**src/include/slsf_pkg.sv**
```systemverilog
// Purpose: Shared constants and types for the serial line status flags.
// Assumes: 32-bit AXI4-Lite register bus, one clock domain.
// Notes: Register offsets are word indices; the byte address is four times that.

// ****************************************************************
// Package
// ****************************************************************
package slsf_pkg;
   // Error flag count and interrupt source count (status bits 4:0).
   localparam int N_ERR = 4;
   localparam int N_INT = 5;
   // Word indices of the registers.
   localparam logic [15:0] SLS_IDX = 16'hFFA5;
   localparam logic [15:0] INT_ST_IDX = 16'hFFB0;
   localparam logic [15:0] INT_MSK_IDX = 16'hFFB1;
   // Byte addresses, four times the index, padded to the bus width on purpose.
   localparam logic [31:0] SLS_ADDR = {14'h0, SLS_IDX, 2'b00};
   localparam logic [31:0] INT_ST_ADDR = {14'h0, INT_ST_IDX, 2'b00};
   localparam logic [31:0] INT_MSK_ADDR = {14'h0, INT_MSK_IDX, 2'b00};
   // Bit positions of the line status byte.
   localparam int OVERRUN_BIT = 0;
   localparam int PAR_BIT = 1;
   localparam int FRM_BIT = 2;
   localparam int BREAK_BIT = 3;
   localparam int RX_FULL_BIT = 4;
   localparam int TX_EMPTY_BIT = 5;
   localparam int TX_IDLE_BIT = 6;
   // Reset values.
   localparam logic TX_EMPTY_RESET = 1'b1;
   localparam logic TX_IDLE_RESET = 1'b1;
   localparam logic [4:0] INT_MSK_RESET = 5'h00;
   // Bus responses.
   localparam logic [1:0] RESP_OKAY = 2'b00;
   localparam logic [1:0] RESP_SLVERR = 2'b10;
   // Register selected by an address.
   typedef enum logic [1:0] {SEL_NONE, SEL_SLS, SEL_IST, SEL_IMSK} slsf_sel_t;
endpackage : slsf_pkg

```
**src/include/slsf_flags_if.sv**
```systemverilog
// Purpose: Carries receive events and sticky flags between top and core.
// Assumes: Single clock; all signals are levels or one-cycle pulses.
// Notes: The core drives the flags; the top drives the events.
`timescale 1ns/1ps

// ****************************************************************
// Flag interface
// ****************************************************************
interface slsf_flags_if;
   // Parity, framing, break set pulses, bits 2:0 for flags 1..3.
   logic [2:0] err_set;
   // A completed byte enters the holding register.
   logic rx_done;
   // The holding register is read by DMA or the controller.
   logic rx_read;
   // Write-one-to-clear strobes for the four error flags.
   logic [3:0] err_clr;
   // Sticky error flags and the holding-full flag.
   logic [3:0] err_q;
   logic rx_full_q;
   modport core (input err_set, input rx_done, input rx_read, input err_clr,
                 output err_q, output rx_full_q);
   modport top (output err_set, output rx_done, output rx_read, output err_clr,
                input err_q, input rx_full_q);
endinterface : slsf_flags_if

```
**src/rtl/slsf_flag_core.sv**
```systemverilog
// Purpose: Sticky receive error flags and the holding-full flag.
// Assumes: Events are one-cycle pulses synchronous to aclk.
// Notes: A set in the same cycle as a clear wins.
`timescale 1ns/1ps

// ****************************************************************
// Flag core
// ****************************************************************
module slsf_flag_core (
   // Clock and reset.
   input wire logic aclk,
   input wire logic aresetn,
   // Flag bundle.
   slsf_flags_if.core fl
);
   // Overrun: a new byte lands on an unread one.
   logic overrun_set;
   // Set vector in status byte order.
   logic [3:0] set_v;

   assign overrun_set = fl.rx_done & fl.rx_full_q & ~fl.rx_read;
   assign set_v = {fl.err_set, overrun_set};

   // Holding-full follows arrivals and reads; an arrival wins.
   always_ff @(posedge aclk) begin
      if (!aresetn) begin
         fl.rx_full_q <= 1'b0;
      end else if (fl.rx_done) begin
         fl.rx_full_q <= 1'b1;
      end else if (fl.rx_read) begin
         fl.rx_full_q <= 1'b0;
      end
   end

   // Each error flag is sticky and cleared only by a written one.
   for (genvar i = 0; i < slsf_pkg::N_ERR; i++) begin : g_err
      always_ff @(posedge aclk) begin
         if (!aresetn) begin
            fl.err_q[i] <= 1'b0;
         end else begin
            fl.err_q[i] <= set_v[i] | (fl.err_q[i] & ~fl.err_clr[i]);
         end
      end
   end
endmodule : slsf_flag_core

```
**src/rtl/slsf_top.sv**
```systemverilog
// Purpose: Line status flags of a serial port with an AXI4-Lite slave.
// Assumes: One clock aclk, synchronous active-low reset aresetn.
// Notes: Error flags halt DMA and feed a maskable interrupt.
`timescale 1ns/1ps

// ****************************************************************
// Top
// ****************************************************************
module slsf_top (
   // Clock and reset.
   input wire logic aclk,
   input wire logic aresetn,
   // AXI4-Lite write address.
   input wire logic [31:0] s_axi_awaddr,
   input wire logic s_axi_awvalid,
   output logic s_axi_awready,
   // AXI4-Lite write data.
   input wire logic [31:0] s_axi_wdata,
   input wire logic [3:0] s_axi_wstrb,
   input wire logic s_axi_wvalid,
   output logic s_axi_wready,
   // AXI4-Lite write response.
   output logic [1:0] s_axi_bresp,
   output logic s_axi_bvalid,
   input wire logic s_axi_bready,
   // AXI4-Lite read address.
   input wire logic [31:0] s_axi_araddr,
   input wire logic s_axi_arvalid,
   output logic s_axi_arready,
   // AXI4-Lite read data.
   output logic [31:0] s_axi_rdata,
   output logic [1:0] s_axi_rresp,
   output logic s_axi_rvalid,
   input wire logic s_axi_rready,
   // Receiver events.
   input wire logic rx_byte_done,
   input wire logic rx_parity_bad,
   input wire logic rx_frame_bad,
   input wire logic rx_break_seen,
   input wire logic rx_holding_read,
   // Transmitter state.
   input wire logic tx_holding_empty_in,
   input wire logic tx_shift_empty,
   // To the DMA controller and the interrupt controller.
   output logic dma_halt,
   output logic irq
);

   // ****************************************************************
   // Declarations
   // ****************************************************************
   // Flag bundle shared with the core.
   slsf_flags_if fl ();
   // Transmitter flags, registered for a clean read.
   logic tx_holding_empty_q;
   logic transmitter_idle_q;
   // Captured write address and data with their held markers.
   logic [31:0] aw_addr_q;
   logic aw_have_q;
   logic [31:0] w_data_q;
   logic [3:0] w_strb_q;
   logic w_have_q;
   // Write is performed in the cycle both halves are held.
   logic wr_go;
   slsf_pkg::slsf_sel_t wr_sel;
   // Interrupt status and mask, same layout as status bits 4:0.
   logic [4:0] int_st_q;
   logic [4:0] int_st_d;
   logic [4:0] int_msk_q;
   // Clear strobes from a write, gated by byte lane zero.
   logic [4:0] wr_ones;
   // Registered outputs.
   logic awready_q;
   logic wready_q;
   logic bvalid_q;
   logic [1:0] bresp_q;
   logic arready_q;
   logic rvalid_q;
   logic [31:0] rdata_q;
   logic [1:0] rresp_q;
   logic dma_halt_q;
   logic irq_q;

   // Map a byte address to the register it names.
   function automatic slsf_pkg::slsf_sel_t sel_of(input logic [31:0] a);
      slsf_pkg::slsf_sel_t s;
      s = slsf_pkg::SEL_NONE;
      if (a == slsf_pkg::SLS_ADDR) begin
         s = slsf_pkg::SEL_SLS;
      end else if (a == slsf_pkg::INT_ST_ADDR) begin
         s = slsf_pkg::SEL_IST;
      end else if (a == slsf_pkg::INT_MSK_ADDR) begin
         s = slsf_pkg::SEL_IMSK;
      end
      return s;
   endfunction : sel_of

   // ****************************************************************
   // Flag core
   // ****************************************************************
   // Parity, framing and break only count with a completed byte.
   assign fl.err_set = {rx_break_seen, rx_frame_bad, rx_parity_bad} & {3{rx_byte_done}};
   assign fl.rx_done = rx_byte_done;
   assign fl.rx_read = rx_holding_read;

   // Write decode and lane-zero ones used by both clear paths.
   assign wr_go = aw_have_q & w_have_q & ~bvalid_q;
   assign wr_sel = sel_of(aw_addr_q);
   assign wr_ones = w_data_q[4:0] & {5{w_strb_q[0] & wr_go}};
   // Writing zero leaves a flag alone; only ones reach the clears.
   assign fl.err_clr = (wr_sel == slsf_pkg::SEL_SLS) ? wr_ones[3:0] : 4'h0;

   slsf_flag_core u_core (
      .aclk(aclk),
      .aresetn(aresetn),
      .fl(fl)
   );

   // ****************************************************************
   // Transmitter flags
   // ****************************************************************
   // Both read as one out of reset and are never written by software.
   always_ff @(posedge aclk) begin
      if (!aresetn) begin
         tx_holding_empty_q <= slsf_pkg::TX_EMPTY_RESET;
         transmitter_idle_q <= slsf_pkg::TX_IDLE_RESET;
      end else begin
         tx_holding_empty_q <= tx_holding_empty_in;
         // Idle needs the shifter empty as well, not only the holding.
         transmitter_idle_q <= tx_holding_empty_in & tx_shift_empty;
      end
   end

   // ****************************************************************
   // Halt and interrupt
   // ****************************************************************
   // DMA stops while any error flag stands; one cycle after it rises.
   always_ff @(posedge aclk) begin
      if (!aresetn) begin
         dma_halt_q <= 1'b0;
      end else begin
         dma_halt_q <= |fl.err_q;
      end
   end

   // Status bits are set by the flag levels, so set beats a clear.
   always_comb begin
      int_st_d = int_st_q;
      if (wr_sel == slsf_pkg::SEL_IST) begin
         int_st_d = int_st_d & ~wr_ones;
      end
      int_st_d = int_st_d | {fl.rx_full_q, fl.err_q};
   end

   // Sticky status register.
   always_ff @(posedge aclk) begin
      if (!aresetn) begin
         int_st_q <= 5'h00;
      end else begin
         int_st_q <= int_st_d;
      end
   end

   // Mask register, written with lane zero.
   always_ff @(posedge aclk) begin
      if (!aresetn) begin
         int_msk_q <= slsf_pkg::INT_MSK_RESET;
      end else if (wr_go && w_strb_q[0] && wr_sel == slsf_pkg::SEL_IMSK) begin
         int_msk_q <= w_data_q[4:0];
      end
   end

   // One level output while any unmasked status bit is set.
   always_ff @(posedge aclk) begin
      if (!aresetn) begin
         irq_q <= 1'b0;
      end else begin
         irq_q <= |(int_st_q & int_msk_q);
      end
   end

   // ****************************************************************
   // AXI4-Lite write
   // ****************************************************************
   // Address and data are taken in either order and held.
   always_ff @(posedge aclk) begin
      if (!aresetn) begin
         aw_have_q <= 1'b0;
         aw_addr_q <= 32'h0000_0000;
         awready_q <= 1'b1;
      end else if (s_axi_awvalid && awready_q) begin
         aw_have_q <= 1'b1;
         aw_addr_q <= s_axi_awaddr;
         awready_q <= 1'b0;
      end else if (wr_go) begin
         aw_have_q <= 1'b0;
      end else if (bvalid_q && s_axi_bready) begin
         // Ready again only after the response is gone.
         awready_q <= 1'b1;
      end
   end

   // Data channel mirrors the address channel.
   always_ff @(posedge aclk) begin
      if (!aresetn) begin
         w_have_q <= 1'b0;
         w_data_q <= 32'h0000_0000;
         w_strb_q <= 4'h0;
         wready_q <= 1'b1;
      end else if (s_axi_wvalid && wready_q) begin
         w_have_q <= 1'b1;
         w_data_q <= s_axi_wdata;
         w_strb_q <= s_axi_wstrb;
         wready_q <= 1'b0;
      end else if (wr_go) begin
         w_have_q <= 1'b0;
      end else if (bvalid_q && s_axi_bready) begin
         wready_q <= 1'b1;
      end
   end

   // Response: unmapped addresses answer with a slave error.
   always_ff @(posedge aclk) begin
      if (!aresetn) begin
         bvalid_q <= 1'b0;
         bresp_q <= slsf_pkg::RESP_OKAY;
      end else if (wr_go) begin
         bvalid_q <= 1'b1;
         bresp_q <= (wr_sel == slsf_pkg::SEL_NONE) ? slsf_pkg::RESP_SLVERR
                                                    : slsf_pkg::RESP_OKAY;
      end else if (s_axi_bready) begin
         bvalid_q <= 1'b0;
      end
   end

   // ****************************************************************
   // AXI4-Lite read
   // ****************************************************************
   // Reads have no side effects; the data is captured at the handshake.
   always_ff @(posedge aclk) begin
      if (!aresetn) begin
         arready_q <= 1'b1;
         rvalid_q <= 1'b0;
         rdata_q <= 32'h0000_0000;
         rresp_q <= slsf_pkg::RESP_OKAY;
      end else if (s_axi_arvalid && arready_q) begin
         arready_q <= 1'b0;
         rvalid_q <= 1'b1;
         rresp_q <= slsf_pkg::RESP_OKAY;
         case (sel_of(s_axi_araddr))
            slsf_pkg::SEL_SLS: begin
               // Bit seven is reserved and reads zero.
               rdata_q <= {24'h00_0000, 1'b0, transmitter_idle_q, tx_holding_empty_q,
                           fl.rx_full_q, fl.err_q};
            end
            slsf_pkg::SEL_IST: begin
               rdata_q <= {27'h000_0000, int_st_q};
            end
            slsf_pkg::SEL_IMSK: begin
               rdata_q <= {27'h000_0000, int_msk_q};
            end
            default: begin
               rdata_q <= 32'h0000_0000;
               rresp_q <= slsf_pkg::RESP_SLVERR;
            end
         endcase
      end else if (rvalid_q && s_axi_rready) begin
         rvalid_q <= 1'b0;
         arready_q <= 1'b1;
      end
   end

   // ****************************************************************
   // Outputs
   // ****************************************************************
   assign s_axi_awready = awready_q;
   assign s_axi_wready = wready_q;
   assign s_axi_bvalid = bvalid_q;
   assign s_axi_bresp = bresp_q;
   assign s_axi_arready = arready_q;
   assign s_axi_rvalid = rvalid_q;
   assign s_axi_rdata = rdata_q;
   assign s_axi_rresp = rresp_q;
   assign dma_halt = dma_halt_q;
   assign irq = irq_q;
endmodule : slsf_top

```
**config.mk**
```make
export PLATFORM = sky130hd
export DESIGN_NAME = slsf_top
export DESIGN_NICKNAME = d
export VERILOG_FILES = /design/src/include/slsf_pkg.sv /design/src/include/slsf_flags_if.sv /design/src/rtl/slsf_flag_core.sv /design/src/rtl/slsf_top.sv
export SDC_FILE = /design/constraint.sdc
export NUM_CORES = 1
export LEC_CHECK = 0
export BUFFER_PORTS_ARGS = -buffer_cell sky130_fd_sc_hd__buf_2
export CELL_PAD_IN_SITES_DETAIL_PLACEMENT = 0
export CELL_PAD_IN_SITES_GLOBAL_PLACEMENT = 1
export CORE_MARGIN = 1
export CORE_UTILIZATION = 33
export CTS_BUF_LIST = sky130_fd_sc_hd__clkbuf_4 sky130_fd_sc_hd__clkbuf_8
export CTS_CLUSTER_SIZE = 30
export DETAILED_ROUTE_END_ITERATION = 12
export PLACE_DENSITY_LB_ADDON = 0.08
export SLEW_MARGIN = 20
export SYNTH_ARGS = -nofsm -noshare
export SYNTH_HDL_FRONTEND = slang
export SYNTH_SLANG_ARGS = --single-unit
```
**constraint.sdc**
```tcl
create_clock -name aclk -period 2 [get_ports aclk]
set_input_delay 0.2 -clock aclk [delete_from_list [all_inputs] [get_ports aclk]]
set_output_delay 0.2 -clock aclk [all_outputs]
set_load 0.02 [all_outputs]
```
==> flow_summary_export.csv <==
group,metric,value,unit
outcome,run_status,"finished, final reports clean",
hold_path,worstHoldEndpoint,"tx_holding_empty_q",
hold_path,holdCritPathClass,"input port to register",
sta,report.final.slew_viol_count,0,
setup_path,crit_path_cell_trace,"nor4_1 > nand4_1 > nor3_4 > mux2i_1",
drt,drt_pre_antenna_iters,4,
setup_path,regToRegSetupSlack,0.30,ns
cells_and_area,nets,589,
sta,final.period_utilization,85.10,%
cells_and_area,final-instance-count-excl-fill,591,
sta,hold_ws,0.05329,ns
setup_path,worst_r2r_path_depth,4,
sta,postLayoutSetupSlackWorst,0.2980,ns
power,power-per-cell-area,807.4,nW/um2
floorplanning,die_width,99.24,um
floorplanning,initial_core_util,33.93,%
place,final_weighted_congestion_of_routability_driven_global_placement,0.7396,
cells_and_area,final_core_utilization,41.89,%
setup_path,required_worst_endpoint,2.27,ns
sta,achievable-frequency,0.5875,GHz
synth,synth_seq_area_share,46.83,%
cells_and_area,final_common_cell,"nand2_1",
cts,cts_hold_repair.buffers,0,
sta,finClkSkew,0.01255,ns
cts,numClockSinks,73,
cts,clockRootBuffer,"clkbuf_8",
drt,vias,2769,
floorplanning,io-pin-count,157,
cells_and_area,drive_above_1_share,28.33,%
cts,post_cts_resize_count,0,
floorplanning,die_y,99.24,um
cts,htree_levels,3,
synth,synth.avg_cell_area,8.321,um2
cts,cts.repair_timing.setup_buffer_count,0,
power,intPower,2.272,mW
cts,clk_pin_slew_worst_paths,0.08,ns
drt,wire_per_inst,12.47,um
cts,clk-insertion-delay-late,0.34,ns
power,power_frac_seq,50.8,%
drt,post-route-drc-count,0,
setup_path,path_max_fanout,5,
sta,layout_min_cycle_time,1.702,ns
setup_path,crit_path_max_incr_delay,0.48,ns
drt,drt-initial-drc-count,63,
synth,synth_top_cells_by_area,"dfxtp_1 47%, nand2_1 13%, a21oi_1 8.0%",
sta,setup_tns,0,ns
floorplanning,die_area,9849,um2
sta,timing.final.hold_violations,0,
hold_path,hold_path_startpoint,"tx_holding_empty_in",
power,leakage,1.680,nW
drt,antenna_left,0,
setup_path,crit_path_start_kind,"register",
place,placement.io_buffers,99,
hold_path,hold_path_depth,2,
global_route,grt_max_degree,51,
global_route,grt_pass1_vias,2664,
global_route,antenna_violations_before_repair,0,
power,combinationalPowerShare,12.2,%
run,drv_cap,0,
global_route,grt_util_all_layers,15.85,%
cts,tritoncts.num_buffers,9,
setup_path,data_arrival_time_of_the_critical_path,1.97,ns
cells_and_area,areaGrowthSynthToFinish,23.46,%
place,place_area,3654,um2
synth,yosys.cell_types.count,39,
setup_path,crit_buf_inv,0,
synth,postSynthCellCount,375,
synth,yosys_warnings,0,
sta,finalSetupViolCount,0,
cts,clock_tree.buffer_depth,2,
cells_and_area,finalInstanceArea,3852,um2
floorplanning,num_rows,35,
synth,cell_type_with_the_largest_total_area_after_synthesis,"dfxtp_1",
setup_path,criticalPathCategory,"register to register",
power,switching_share,26.94,%
place,post-place-ws,0.3029,ns
setup_path,critical_path.endpoint_type,"register",
floorplanning,placeableCoreArea,9196,um2
drt,avgViaCountPerCell,4.685,
setup_path,crit_slowest_cell,"nor3_4",
synth,synth.top_cell.area_share,46.83,%
synth,synth-seq-cells,73,
setup_path,regToRegEndpoint,"int_msk_q[0]",
global_route,grt_pass1_wl,12280,um
synth,syn-cell-area,3120,um2
cells_and_area,commonest_cells_after_routing_fill_and_taps_aside,"110 x nand2_1, 99 x buf_2, 73 x dfxtp_1, 50 x a21oi_1, 27 x conb_1",
cts,cts_tree,"done",
drt,finalWirelength,7370,um
setup_path,critical_path.top_delay_family,"simple AND/OR/NAND/NOR gates",
power,clockPowerShare,37.0,%
setup_path,critical_path.startpoint,"aw_addr_q[25]",
power,vdd_ir_drop_max,323.5,uV
power,sum_of_internal_switching_and_leakage_power,3.110,mW
sta,grt_setup_unrepaired,"false",
power,power.switching,0.8381,mW
place,post-dp-hpwl,5383,um
cells_and_area,number_of_diodes,0,
global_route,grt_remaining_overflow,0,
place,placed_cells,575,
setup_path,reg2reg_start,"aw_addr_q[25]",
sequential cells by signal (all words and copies together) (netlist names), 4 cells and up:
register,cells
int_st_q,5
s_axi_rdata,7
u_core.fl.err_q,4
w_data_q,5
int_msk_q,5
aw_addr_q,32
worst max path at each step:
stage,end,cells past startpoint
after floorplan,int_msk_q[0],4
after global placement,int_msk_q[4],4
after detailed placement,int_msk_q[4],4
after CTS,int_msk_q[4],4
after global routing,int_msk_q[3],4
final,int_msk_q[0],4
synthesized netlist by cell type:
cell type  count
dfxtp_1       73
a31oi_1        4
nand3b_4       1
nor4_1         7
buf_2          1
a41oi_1        6
inv_1          9
or4b_4         1
nand4bb_1      1
nand4_1        5
and4_1         2
nand3b_1       2
o21ai_1        5
nor3_2         1
clkbuf_1      12
nand2_1      110
nor3_4         3
conb_1         1
a211oi_2       1
o21ai_0        9
nand4_2        1
a21oi_1       50
mux2i_1        5
a311oi_1       1
buf_1          3
nand4b_1       1
nor3b_1        1
buf_4         27
and2_1         2
and4b_1        1
a22oi_1        6
a221oi_1       1
nand2b_1       5
or3_1          1
a222oi_1       1
nor4b_2        1
nor4bb_1       1
mux2_2         5
nor2_1         8
logic make-up (layout without fill, tap and decap cells):
logic type | after synthesis | in the layout | synth area share (%)
buffers and inverters | 52 | 131 | 9.542
AND/OR/NAND/NOR | 155 | 155 | 24.62
multiplexers | 10 | 10 | 3.408
flip-flops | 73 | 73 | 46.83
AO/OA/AOI/OAI | 84 | 84 | 15.48
other | 1 | 27 | 0.1202
final cells by class:
type,instances,area [um2]
fill,1011,5344
sequential,73,1461
multi-input combinational,276,1459
timing repair buffer,106,560.5
tap,111,138.9
clock buffer,10,131.4
clock inverter,6,67.56
inverter,9,33.78
routing by layer:
layer,wire (um),vias up,global-route usage [%]
li1,-,1430,-
met1,3337,1262,18.03
met2,3584,69,28.42
met3,358,8,4.638
met4,89,0,5.090
met5,0,-,0
worst register-to-register path: cells and delay by family, from the launching register on:
| family | cells | cell delay, ns |
|---|---|---|
| muxes | 1 | 0.22 |
| and+or+nand+nor | 3 | 1.10 |
| DFF | 1 | 0.32 |
power groups by stage:
stage	logic (mW)	registers, mW	clock network, mW
3_5_place_dp	0.384	1.62	0
3_3_place_gp	0.379	1.61	0
4_1_cts	0.386	1.58	1.19
6_report	0.379	1.58	1.15
5_1_grt	0.427	1.59	1.26
2_1_floorplan	0.264	1.62	0
Note: power is estimated with default switching activity, not from simulation.
